File: config.mk
export PLATFORM = sky130hd
export DESIGN_NAME = msp_serial_port
export DESIGN_NICKNAME = d
export VERILOG_FILES = /design/src/common/msp_pkg.sv /design/src/verilog/msp_power_seq.sv /design/src/verilog/msp_serial_port.sv
export VERILOG_INCLUDE_DIRS = /design/src /design/src/common
export SDC_FILE = /design/constraint.sdc
export NUM_CORES = 1
export LEC_CHECK = 0
export BUFFER_PORTS_ARGS = -buffer_cell sky130_fd_sc_hd__buf_2
export CORE_UTILIZATION = 45
export CTS_BUF_LIST = sky130_fd_sc_hd__clkbuf_8
export CTS_CLUSTER_SIZE = 40
export DETAILED_ROUTE_END_ITERATION = 8
export HOLD_SLACK_MARGIN = 0.05
export SETUP_SLACK_MARGIN = 0.1
export SYNTH_ARGS = -nofsm -noshare
export SYNTH_HDL_FRONTEND = slang
export SYNTH_SLANG_ARGS = --single-unit
File: constraint.sdc
create_clock -name clk -period 2.6 [get_ports clk]
set_input_delay 0.26 -clock clk [delete_from_list [all_inputs] [get_ports clk]]
set_output_delay 0.26 -clock clk [all_outputs]
set_load 0.02 [all_outputs]
File: src/common/msp_defines.svh
// timing constants of the motion sensor serial port and power-down logic
`ifndef MSP_DEFINES_SVH
`define MSP_DEFINES_SVH
`define MSP_CLK_PERIOD_NS 50
`define MSP_NS2CYC_UP(ns) (((ns) + `MSP_CLK_PERIOD_NS - 1) / `MSP_CLK_PERIOD_NS)
`define MSP_PREP_NS 100000
`define MSP_PREP_CYC `MSP_NS2CYC_UP(`MSP_PREP_NS)
`define MSP_PDR_NS 100000
`define MSP_PDR_CYC `MSP_NS2CYC_UP(`MSP_PDR_NS)
`define MSP_PDW_NS 700000
`define MSP_PDW_CYC `MSP_NS2CYC_UP(`MSP_PDW_NS)
`define MSP_COMPUTE_NS 3200000
`define MSP_COMPUTE_CYC `MSP_NS2CYC_UP(`MSP_COMPUTE_NS)
`define MSP_QUAD_BASE_NS 705000
`define MSP_QUAD_BASE_CYC `MSP_NS2CYC_UP(`MSP_QUAD_BASE_NS)
`define MSP_QUAD_FRAMES 75
`define MSP_FRAME_RATE 1500
`define MSP_FRAME_CYC ((1000000000 / `MSP_FRAME_RATE) / `MSP_CLK_PERIOD_NS)
`define MSP_WD_MS 900
`define MSP_WD_CYC ((`MSP_WD_MS * 1000000) / `MSP_CLK_PERIOD_NS)
`define MSP_CMD_WRITE_BIT 7
`define MSP_LAST_BIT 4'h7
`endif

File: src/common/msp_pkg.sv
// types of the serial port transaction engine
package msp_pkg;
  typedef enum logic [2:0] {
    MSP_ST_ADDR = 3'b000,
    MSP_ST_WDATA = 3'b001,
    MSP_ST_PREP = 3'b010,
    MSP_ST_RDATA = 3'b011,
    MSP_ST_RHOLD = 3'b100
  } msp_state_e;
endpackage : msp_pkg

File: src/verilog/msp_power_seq.sv
// power-down pulse timing, sleep and wake sequencing, frame timing
`include "msp_defines.svh"
module msp_power_seq #(
  parameter int unsigned PDW_CYC = `MSP_PDW_CYC,
  parameter int unsigned COMPUTE_CYC = `MSP_COMPUTE_CYC,
  parameter int unsigned QUAD_BASE_CYC = `MSP_QUAD_BASE_CYC,
  parameter int unsigned FRAME_CYC = `MSP_FRAME_CYC
) (
  input wire logic clk,
  input wire logic rst_n,
  input wire logic pd_s,
  input wire logic [15:0] frame_period_cyc,
  output logic port_rst,
  output logic sleeping,
  output logic regs_fresh,
  output logic quad_valid,
  output logic frame_tick
);
  logic [16:0] hi_cnt_r, hi_cnt_nxt, wake_cnt_r, wake_cnt_nxt;
  logic [15:0] frm_cnt_r, frm_cnt_nxt, period;
  logic [6:0] frames_r, frames_nxt;
  logic prst_r, prst_nxt, asleep_r, asleep_nxt, wake_r, wake_nxt;
  logic fresh_r, fresh_nxt, quad_r, quad_nxt, tick_r, tick_nxt;

  // ****************************************************
  // sequencing
  // ****************************************************
  always_comb begin
    hi_cnt_nxt = 17'h00000;
    prst_nxt = 1'b0;
    asleep_nxt = asleep_r;
    wake_nxt = wake_r;
    wake_cnt_nxt = wake_cnt_r;
    frames_nxt = frames_r;
    fresh_nxt = fresh_r;
    quad_nxt = quad_r;
    // zero period means the default frame rate
    period = (frame_period_cyc != 16'h0000) ? frame_period_cyc
                                             : 16'(FRAME_CYC);
    frm_cnt_nxt = frm_cnt_r;
    tick_nxt = 1'b0;
    if (!asleep_r) begin
      if (frm_cnt_r >= period - 16'h0001) begin
        frm_cnt_nxt = 16'h0000;
        tick_nxt = 1'b1;
      end else begin
        frm_cnt_nxt = frm_cnt_r + 16'h0001;
      end
    end
    if (pd_s) begin
      // saturate at full scale so neither pulse threshold is reached twice in one pulse
      hi_cnt_nxt = (hi_cnt_r == 17'h1FFFF) ? hi_cnt_r
                                           : hi_cnt_r + 17'h00001;
    end
    if (pd_s && hi_cnt_r == 17'(`MSP_PDR_CYC - 1)) begin
      prst_nxt = 1'b1;
    end
    if (pd_s && hi_cnt_r == 17'(PDW_CYC - 1)) begin
      asleep_nxt = 1'b1;
      wake_nxt = 1'b0;
      fresh_nxt = 1'b0;
      quad_nxt = 1'b0;
    end else if (!pd_s && asleep_r) begin
      asleep_nxt = 1'b0;
      wake_nxt = 1'b1;
      wake_cnt_nxt = 17'h00000;
      frames_nxt = 7'h00;
    end else if (wake_r) begin
      if (wake_cnt_r != 17'h1FFFF) begin
        wake_cnt_nxt = wake_cnt_r + 17'h00001;
      end
      if (wake_cnt_r == 17'(COMPUTE_CYC - 1)) begin
        fresh_nxt = 1'b1;
      end
      if (wake_cnt_r >= 17'(QUAD_BASE_CYC) && tick_r) begin
        if (frames_r == 7'(`MSP_QUAD_FRAMES - 1)) begin
          quad_nxt = 1'b1;
          fresh_nxt = 1'b1;
          wake_nxt = 1'b0;
        end else begin
          frames_nxt = frames_r + 7'h01;
        end
      end
    end
  end

  always_ff @(posedge clk or negedge rst_n) begin
    if (!rst_n) begin
      hi_cnt_r <= 17'h00000;
      wake_cnt_r <= 17'h00000;
      frm_cnt_r <= 16'h0000;
      frames_r <= 7'h00;
      prst_r <= 1'b0;
      asleep_r <= 1'b0;
      wake_r <= 1'b0;
      fresh_r <= 1'b1;
      quad_r <= 1'b1;
      tick_r <= 1'b0;
    end else begin
      hi_cnt_r <= hi_cnt_nxt;
      wake_cnt_r <= wake_cnt_nxt;
      frm_cnt_r <= frm_cnt_nxt;
      frames_r <= frames_nxt;
      prst_r <= prst_nxt;
      asleep_r <= asleep_nxt;
      wake_r <= wake_nxt;
      fresh_r <= fresh_nxt;
      quad_r <= quad_nxt;
      tick_r <= tick_nxt;
    end
  end

  assign port_rst = prst_r;
  assign sleeping = asleep_r;
  assign regs_fresh = fresh_r;
  assign quad_valid = quad_r;
  assign frame_tick = tick_r;

  // ****************************************************
  // checks
  // ****************************************************
  // sleep entry time
  property p_sleep_entry;
    @(posedge clk) disable iff (!rst_n)
      $rose(asleep_r) |-> $past(pd_s) && $past(hi_cnt_r) == 17'(PDW_CYC - 1);
  endproperty
  a_sleep_entry: assert property (p_sleep_entry)
    else $error("sleep entered at wrong time");
  property p_port_rst;
    @(posedge clk) disable iff (!rst_n)
      prst_r |-> $past(pd_s) && $past(hi_cnt_r) == 17'(`MSP_PDR_CYC - 1);
  endproperty
  a_port_rst: assert property (p_port_rst)
    else $error("port reset without full pulse");
  property p_fresh;
    @(posedge clk) disable iff (!rst_n)
      wake_r && !asleep_nxt && wake_cnt_r == 17'(COMPUTE_CYC - 1) |=> fresh_r;
  endproperty
  a_fresh: assert property (p_fresh)
    else $error("registers not refreshed in time");
  property p_quad;
    @(posedge clk) disable iff (!rst_n)
      $rose(quad_r) |-> $past(frames_r) == 7'(`MSP_QUAD_FRAMES - 1)
        && $past(wake_cnt_r) >= 17'(QUAD_BASE_CYC);
  endproperty
  a_quad: assert property (p_quad)
    else $error("quadrature valid too early");
  property p_frame;
    @(posedge clk) disable iff (!rst_n)
      asleep_r && $past(asleep_r) |-> !tick_r;
  endproperty
  a_frame: assert property (p_frame)
    else $error("frame tick while asleep");
endmodule : msp_power_seq

File: src/verilog/msp_serial_port.sv
// two-wire serial port of the motion sensor with power-down control
`include "msp_defines.svh"
module msp_serial_port #(
  parameter int unsigned PDW_CYC = `MSP_PDW_CYC,
  parameter int unsigned COMPUTE_CYC = `MSP_COMPUTE_CYC,
  parameter int unsigned QUAD_BASE_CYC = `MSP_QUAD_BASE_CYC,
  parameter int unsigned FRAME_CYC = `MSP_FRAME_CYC,
  parameter int unsigned WD_CYC = `MSP_WD_CYC
) (
  input wire logic clk,
  input wire logic rst_n,
  input wire logic sclk,
  input wire logic sdio_in,
  output logic sdio_out,
  output logic sdio_oe,
  input wire logic power_down_input,
  input wire logic [15:0] frame_period_cyc,
  output logic [6:0] reg_addr,
  output logic [7:0] reg_wdata,
  output logic reg_wr_en,
  output logic reg_rd_en,
  input wire logic [7:0] reg_rdata,
  output logic sleeping,
  output logic regs_fresh,
  output logic quad_valid,
  output logic frame_tick
);
  logic [2:0] sclk_q_r;
  logic [1:0] sdio_q_r, pd_q_r;
  logic sclk_rise, sclk_fall, sdio_s, pd_s, port_rst, wd_expire;
  logic port_clear, busy;
  logic [7:0] byte_in;
  msp_pkg::msp_state_e state_r, state_nxt;
  logic [3:0] bit_cnt_r, bit_cnt_nxt;
  logic [7:0] shift_r, shift_nxt, wdata_r, wdata_nxt;
  logic [6:0] addr_r, addr_nxt;
  logic [11:0] prep_cnt_r, prep_cnt_nxt;
  logic [24:0] wd_cnt_r, wd_cnt_nxt;
  logic sdo_r, sdo_nxt, oe_r, oe_nxt;
  logic wr_en_r, wr_en_nxt, rd_en_r, rd_en_nxt;

  // ****************************************************
  // pin synchronisers
  // ****************************************************
  // two core clocks
  // pins are asynchronous to clk; first stage is read by the second only
  always_ff @(posedge clk or negedge rst_n) begin
    if (!rst_n) begin
      sclk_q_r <= 3'h0;
      sdio_q_r <= 2'h3;
      pd_q_r <= 2'h0;
    end else begin
      sclk_q_r <= {sclk_q_r[1:0], sclk};
      sdio_q_r <= {sdio_q_r[0], sdio_in};
      pd_q_r <= {pd_q_r[0], power_down_input};
    end
  end

  assign sclk_rise = sclk_q_r[1] & ~sclk_q_r[2];
  assign sclk_fall = ~sclk_q_r[1] & sclk_q_r[2];
  assign sdio_s = sdio_q_r[1];
  assign pd_s = pd_q_r[1];

  // ****************************************************
  // power-down sequencing
  // ****************************************************
  msp_power_seq #(
    .PDW_CYC(PDW_CYC),
    .COMPUTE_CYC(COMPUTE_CYC),
    .QUAD_BASE_CYC(QUAD_BASE_CYC),
    .FRAME_CYC(FRAME_CYC)
  ) u_power (
    .clk(clk),
    .rst_n(rst_n),
    .pd_s(pd_s),
    .frame_period_cyc(frame_period_cyc),
    .port_rst(port_rst),
    .sleeping(sleeping),
    .regs_fresh(regs_fresh),
    .quad_valid(quad_valid),
    .frame_tick(frame_tick)
  );

  // ****************************************************
  // transaction engine
  // ****************************************************
  // a transaction is open from its first address bit until its last bit is clocked in
  assign busy = (state_r != msp_pkg::MSP_ST_ADDR
                 && state_r != msp_pkg::MSP_ST_RHOLD)
                || bit_cnt_r != 4'h0;
  assign wd_expire = busy && wd_cnt_r == 25'(WD_CYC - 1);
  assign port_clear = port_rst || wd_expire;
  assign byte_in = {shift_r[6:0], sdio_s};

  always_comb begin
    state_nxt = state_r;
    bit_cnt_nxt = bit_cnt_r;
    shift_nxt = shift_r;
    addr_nxt = addr_r;
    wdata_nxt = wdata_r;
    prep_cnt_nxt = prep_cnt_r;
    sdo_nxt = sdo_r;
    oe_nxt = oe_r;
    wr_en_nxt = 1'b0;
    rd_en_nxt = 1'b0;
    wd_cnt_nxt = busy ? wd_cnt_r + 25'h0000001 : 25'h0000000;
    if (port_clear) begin
      state_nxt = msp_pkg::MSP_ST_ADDR;
      bit_cnt_nxt = 4'h0;
      oe_nxt = 1'b0;
      wd_cnt_nxt = 25'h0000000;
    end else begin
      case (state_r)
        msp_pkg::MSP_ST_ADDR: begin
          // address bits clocked while power-down is high are ignored; the write data phase does not check power-down
          if (sclk_rise && !pd_s) begin
            shift_nxt = byte_in;
            if (bit_cnt_r == `MSP_LAST_BIT) begin
              bit_cnt_nxt = 4'h0;
              addr_nxt = byte_in[6:0];
              if (byte_in[`MSP_CMD_WRITE_BIT]) begin
                state_nxt = msp_pkg::MSP_ST_WDATA;
              end else begin
                state_nxt = msp_pkg::MSP_ST_PREP;
                prep_cnt_nxt = 12'h000;
                rd_en_nxt = 1'b1;
              end
            end else begin
              bit_cnt_nxt = bit_cnt_r + 4'h1;
            end
          end
        end
        msp_pkg::MSP_ST_WDATA: begin
          if (sclk_rise) begin
            shift_nxt = byte_in;
            if (bit_cnt_r == `MSP_LAST_BIT) begin
              bit_cnt_nxt = 4'h0;
              wdata_nxt = byte_in;
              wr_en_nxt = 1'b1;
              state_nxt = msp_pkg::MSP_ST_ADDR;
            end else begin
              bit_cnt_nxt = bit_cnt_r + 4'h1;
            end
          end
        end
        msp_pkg::MSP_ST_PREP: begin
          // data preparation
          // clock edges during preparation are ignored, not queued
          if (prep_cnt_r == 12'(`MSP_PREP_CYC - 1)) begin
            shift_nxt = reg_rdata;
            sdo_nxt = reg_rdata[7];
            oe_nxt = 1'b1;
            state_nxt = msp_pkg::MSP_ST_RDATA;
          end else begin
            prep_cnt_nxt = prep_cnt_r + 12'h001;
          end
        end
        msp_pkg::MSP_ST_RDATA: begin
          if (sclk_fall && bit_cnt_r != 4'h0) begin
            shift_nxt = {shift_r[6:0], 1'b0};
            sdo_nxt = shift_r[6];
          end
          if (sclk_rise) begin
            if (bit_cnt_r == `MSP_LAST_BIT) begin
              bit_cnt_nxt = 4'h0;
              state_nxt = msp_pkg::MSP_ST_RHOLD;
            end else begin
              bit_cnt_nxt = bit_cnt_r + 4'h1;
            end
          end
        end
        msp_pkg::MSP_ST_RHOLD: begin
          // release on fall
          // the last bit is held so the host can sample it late
          if (sclk_fall) begin
            oe_nxt = 1'b0;
            state_nxt = msp_pkg::MSP_ST_ADDR;
          end
        end
        default: begin
          state_nxt = msp_pkg::MSP_ST_ADDR;
          bit_cnt_nxt = 4'h0;
          oe_nxt = 1'b0;
        end
      endcase
    end
  end

  always_ff @(posedge clk or negedge rst_n) begin
    if (!rst_n) begin
      state_r <= msp_pkg::MSP_ST_ADDR;
      bit_cnt_r <= 4'h0;
      shift_r <= 8'h00;
      addr_r <= 7'h00;
      wdata_r <= 8'h00;
      prep_cnt_r <= 12'h000;
      wd_cnt_r <= 25'h0000000;
      sdo_r <= 1'b0;
      oe_r <= 1'b0;
      wr_en_r <= 1'b0;
      rd_en_r <= 1'b0;
    end else begin
      state_r <= state_nxt;
      bit_cnt_r <= bit_cnt_nxt;
      shift_r <= shift_nxt;
      addr_r <= addr_nxt;
      wdata_r <= wdata_nxt;
      prep_cnt_r <= prep_cnt_nxt;
      wd_cnt_r <= wd_cnt_nxt;
      sdo_r <= sdo_nxt;
      oe_r <= oe_nxt;
      wr_en_r <= wr_en_nxt;
      rd_en_r <= rd_en_nxt;
    end
  end

  assign sdio_out = sdo_r;
  assign sdio_oe = oe_r;
  assign reg_addr = addr_r;
  assign reg_wdata = wdata_r;
  assign reg_wr_en = wr_en_r;
  assign reg_rd_en = rd_en_r;

  // ****************************************************
  // checks
  // ****************************************************
  // drive window only
  property p_oe_window;
    @(posedge clk) disable iff (!rst_n)
      oe_r |-> state_r == msp_pkg::MSP_ST_RDATA
        || state_r == msp_pkg::MSP_ST_RHOLD;
  endproperty
  a_oe_window: assert property (p_oe_window)
    else $error("data line driven outside read data");
  property p_prep;
    @(posedge clk) disable iff (!rst_n)
      $rose(oe_r) |-> $past(prep_cnt_r) == 12'(`MSP_PREP_CYC - 1)
        && $past(state_r) == msp_pkg::MSP_ST_PREP;
  endproperty
  a_prep: assert property (p_prep)
    else $error("read data driven before preparation ended");
  property p_watchdog;
    @(posedge clk) disable iff (!rst_n)
      wd_expire |=> state_r == msp_pkg::MSP_ST_ADDR && bit_cnt_r == 4'h0
        && !oe_r && wd_cnt_r == 25'h0000000;
  endproperty
  a_watchdog: assert property (p_watchdog)
    else $error("watchdog did not reset the port");
  property p_pd_reset;
    @(posedge clk) disable iff (!rst_n)
      port_rst |=> state_r == msp_pkg::MSP_ST_ADDR && !oe_r
        && $stable(addr_r) && $stable(wdata_r);
  endproperty
  a_pd_reset: assert property (p_pd_reset)
    else $error("port reset failed or disturbed data");
  property p_write;
    @(posedge clk) disable iff (!rst_n)
      wr_en_r |-> $past(state_r) == msp_pkg::MSP_ST_WDATA
        && $past(bit_cnt_r) == `MSP_LAST_BIT && $past(sclk_rise) ##1 !wr_en_r;
  endproperty
  a_write: assert property (p_write)
    else $error("write strobe without full data byte");
  property p_read;
    @(posedge clk) disable iff (!rst_n)
      rd_en_r |-> !$past(byte_in[7]) && state_r == msp_pkg::MSP_ST_PREP;
  endproperty
  a_read: assert property (p_read)
    else $error("read request without read command");
  property p_bit_rise;
    @(posedge clk) disable iff (!rst_n)
      $changed(bit_cnt_r) && !$past(port_clear) |-> $past(sclk_rise);
  endproperty
  a_bit_rise: assert property (p_bit_rise)
    else $error("bit counted without serial clock rise");
endmodule : msp_serial_port

==> impl_metrics.env <==
export IMPL_use_met1_pct=24.5
export IMPL_yosys_warnings=0
export IMPL_rows=47
export IMPL_p_seq_share_pct=44.9
export IMPL_worst_path_buf_inv=1
export IMPL_antenna_found_initial=0
export IMPL_slowest_stage="nor4_4"
export IMPL_min_from="reg_rdata[2]"
export IMPL_path_cells="buf_6 > nor4_4 > nand4b_1 > nor3_4 > nor2_2 > ha_2 > nand2_2 > nor2_2 > nand2_1 > xnor2_1 > nor2_1 > ha_1 > nand4_1 > nor2_2 > o2111ai_2 > o21ai_4 > nor2b_4 > nor2_1"
export IMPL_final_cell_mix="dfrtp_1 (136), nor2_1 (105), nand2_1 (71), buf_4 (52), buf_2 (46)"
export IMPL_period_minus_slack_ns=2.74
export IMPL_drcViolationCount=0
export IMPL_antenna_cells=0
export IMPL_synth_edf_count=0
export IMPL_ys_flop_type="dfrtp_1"
export IMPL_fin_skew_ns=0.0112
export IMPL_required_ns=2.94
export IMPL_power_share_clock_pct=31.5
export IMPL_die_h_microns=132
export IMPL_nets=958
export IMPL_r2r_slack_ns=0.23
export IMPL_die_area_sq_mm=0.0174
export IMPL_grt_busiest_layer="met2"
export IMPL_htreeDepth=4
export IMPL_crit_top_cell="nor2_2"
export IMPL_wl_per_cell_microns=14.2
export IMPL_synth_top_area_share_pct=44.9
export IMPL_yosys_top_cells_area="dfrtp_1 (45%), nor2_1 (5.4%), ha_1 (4.8%), xnor2_1 (4.3%), xor2_1 (4.0%)"
export IMPL_reg2reg_depth=12
export IMPL_final_area_sq_mm=0.00909
export IMPL_hold_end="shift_r[2]"
export IMPL_r2r_end="u_power.wake_cnt_r[11]"
export IMPL_port_buffers=51
export IMPL_critical_path_endpoint_type="flip-flop"
export IMPL_ir_drop_mv=0.484
export IMPL_worst_slew_pin_slew_ns=0.681
export IMPL_clkSinkCount=140
export IMPL_yosys_area_top_type="dfrtp_1"
export IMPL_violations="negative setup slack"
export IMPL_startpoint_type="primary input"
export IMPL_dr_pass1_iters=5
export IMPL_cts_tree="yes"
export IMPL_avgSynthCellArea_sq_um=9.55
export IMPL_slew_headroom_pct=54.5
export IMPL_vias_per_cell=5.35
export IMPL_synth_cells=793
export IMPL_p_int_mw=4.09
export IMPL_syn_nets=851
export IMPL_run_status="complete, but fails checks"
export IMPL_fin_tns_setup_ns=-1.83
export IMPL_use_met3_pct=4.61
export IMPL_holdPathStages=4
export IMPL_rsz0062_at_grt="true"
export IMPL_synth_cell_types=66
export IMPL_drive_above_1_share_pct=21.2
export IMPL_setup_viol=16
export IMPL_drt_iter0_markers=271
export IMPL_routed_wl_microns=16100
export IMPL_ys_ff_latch=140
export IMPL_power_frac_comb_pct=23.5
export IMPL_first_global_vias=5987
export IMPL_critPathMaxFanout=6
export IMPL_grt_max_degree=64
export IMPL_synth_seq_area_share_pct=46.3
export IMPL_start_util_pct=45.8
export IMPL_ant_nets=0
export IMPL_hpwl_microns=11200
export IMPL_power_switching_mw=1.87
export IMPL_ios=52
export IMPL_grt_use_total_pct=19.4
export IMPL_clock_fmax_mhz=365
export IMPL_core_area_sq_mm=0.0165
export IMPL_met2_usage_pct=32.6
export IMPL_die_x_microns=132
export IMPL_crit_arrival_ns=3.08
export IMPL_leakage_nw=4.18
export IMPL_clkLatencyLatePin_ns=0.45
export IMPL_synthArstFlopShare_pct=100
export IMPL_final_common_cell="dfrtp_1"
export IMPL_min_period_over_period_pct=105
export IMPL_syn_area_sq_mm=0.00757
export IMPL_crit_type="in2reg"
export IMPL_clk_pin_slew_ns=0.08
export IMPL_placed_area_sq_mm=0.00843
export IMPL_cts_inserted_buffers=17
export IMPL_max_clock_path_buffers=2
export IMPL_grt_overflow=0
export IMPL_hold_viol=0
export IMPL_vias=6057
export IMPL_place_congestion=0.878
export IMPL_area_delta_synth_final_pct=20.0
export IMPL_hold_class="in2reg"
export IMPL_p_per_area_mw_per_mm2=656
export IMPL_sw_frac_of_total_pct=31.4
export IMPL_report_final_slew_viol_count=0
export IMPL_r2r_start="u_power.wake_cnt_r[0]"
export IMPL_setup_ws_ns=-0.141
export IMPL_cap_violations=0
export IMPL_crit_family="simple AND/OR/NAND/NOR gates"
export IMPL_root_buffer="clkbuf_8"
export IMPL_slowest_delay_ns=0.28
export IMPL_grt_pass1_wl_microns=27700
[worst max path at each step]
stage                                    from                    end  cells after the start
after floorplan           frame_period_cyc[4]  u_power.frm_cnt_r[11]                     18
after global placement    frame_period_cyc[7]  u_power.frm_cnt_r[15]                     18
after detailed placement  frame_period_cyc[7]  u_power.frm_cnt_r[12]                     18
after CTS                 frame_period_cyc[8]  u_power.frm_cnt_r[15]                     18
after global routing      frame_period_cyc[6]   u_power.frm_cnt_r[9]                     18
final                     frame_period_cyc[6]   u_power.frm_cnt_r[7]                     18
[registers in the layout, indices dropped and copies added, names as in the netlist, 2 cells and up]
name                flops
state_r                 3
sdio_q_r                2
pd_q_r                  2
shift_r                 7
u_power.frames_r        7
reg_addr                7
reg_wdata               8
prep_cnt_r             12
bit_cnt_r               4
u_power.hi_cnt_r       17
u_power.frm_cnt_r      16
wd_cnt_r               25
sclk_q_r                3
u_power.wake_cnt_r     17
[power groups by stage]
stage                     registers [mW]  clock network [mW]  logic, mW
after floorplan                     2.72                   0      0.896
after global routing                2.72                2.02       1.57
after detailed placement            2.72                   0       1.36
after global placement              2.70                   0       1.32
final                               2.68                1.88       1.40
after CTS                           2.68                1.93       1.40
[cells by family (layout without fill, tap and decap cells)]
family / count (synthesis) / after routing / synth area share [%]
buffers and inverters: 41 / 160 / 2.33
and+or+nand+nor: 369 / 370 / 24.7
AOI/OAI and AO/OA: 114 / 114 / 9.20
adders and majority gates: 29 / 29 / 4.79
muxes: 28 / 28 / 4.38
xor gates and xnor gates: 72 / 72 / 8.33
DFF: 140 / 140 / 46.3
[final cells by class]
| class | instances | area (sq um) |
|---|---|---|
| Fill cell | 1497 | 7440 |
| Tap cell | 220 | 275 |
| Multi-Input combinational cell | 613 | 4020 |
| Clock inverter | 13 | 165 |
| Sequential cell | 140 | 3510 |
| Timing Repair Buffer | 111 | 788 |
| Clock buffer | 19 | 262 |
| Inverter | 17 | 63.8 |
[synthesized netlist by cell type (all sizes together) (17+ instances only)]
| cell | number |
|---|---|
| mux2 | 23 |
| xnor2 | 37 |
| xor2 | 35 |
| nor2 | 110 |
| nand2 | 72 |
| a21oi | 35 |
| inv | 17 |
| o21ai | 37 |
| nand3 | 35 |
| ha | 29 |
| and3 | 17 |
| dfrtp | 136 |
| nor3 | 24 |
| nand4 | 23 |
[worst register-to-register path: stages (launching register included)]
cell and delay (ns):
dfrtp_1 0.41, ha_1 0.24, nand2_1 0.09, nor2_1 0.06, nand4_1 0.13, nor2_1 0.05
ha_1 0.19, o21a_1 0.22, a2111oi_4 0.33, buf_4 0.20, nand4_1 0.11, xor2_1 0.17
nor2_1 0.06
[metrics by stage]
stage          total power [mW]  std cells  worst slack, ns  hold WS, ns  utilization [%]
4_1_cts                    6.01       1132           0.0155        0.114             54.6
5_1_grt                    6.32       1133           -0.314        0.122             55.0
3_5_place_dp               4.08       1087           -0.629        0.243             51.0
2_1_floorplan              3.62        793           -0.591      -0.0356                -
3_3_place_gp               4.03       1087           -0.562        0.237             51.0
6_report                   5.96       1133           -0.141        0.137             55.0
[per-layer routing]
layer,vias to the layer above,wire (microns)
met3,19,433
met2,86,7880
met5,-,0
li1,2998,-
met1,2954,7560
met4,0,252
[repair_timing]
action / in CTS / in global routing
pin swaps: 25 / 8
cloned: 1 / 0
endpoints found under the hold margin: 52 / 0
resized for setup: 12 / 13
endpoints found under the setup margin: 25 / 30
buffers inserted: 8 / 1
hold buffers: 4 / 0
Power figures use the tool's default switching activity.
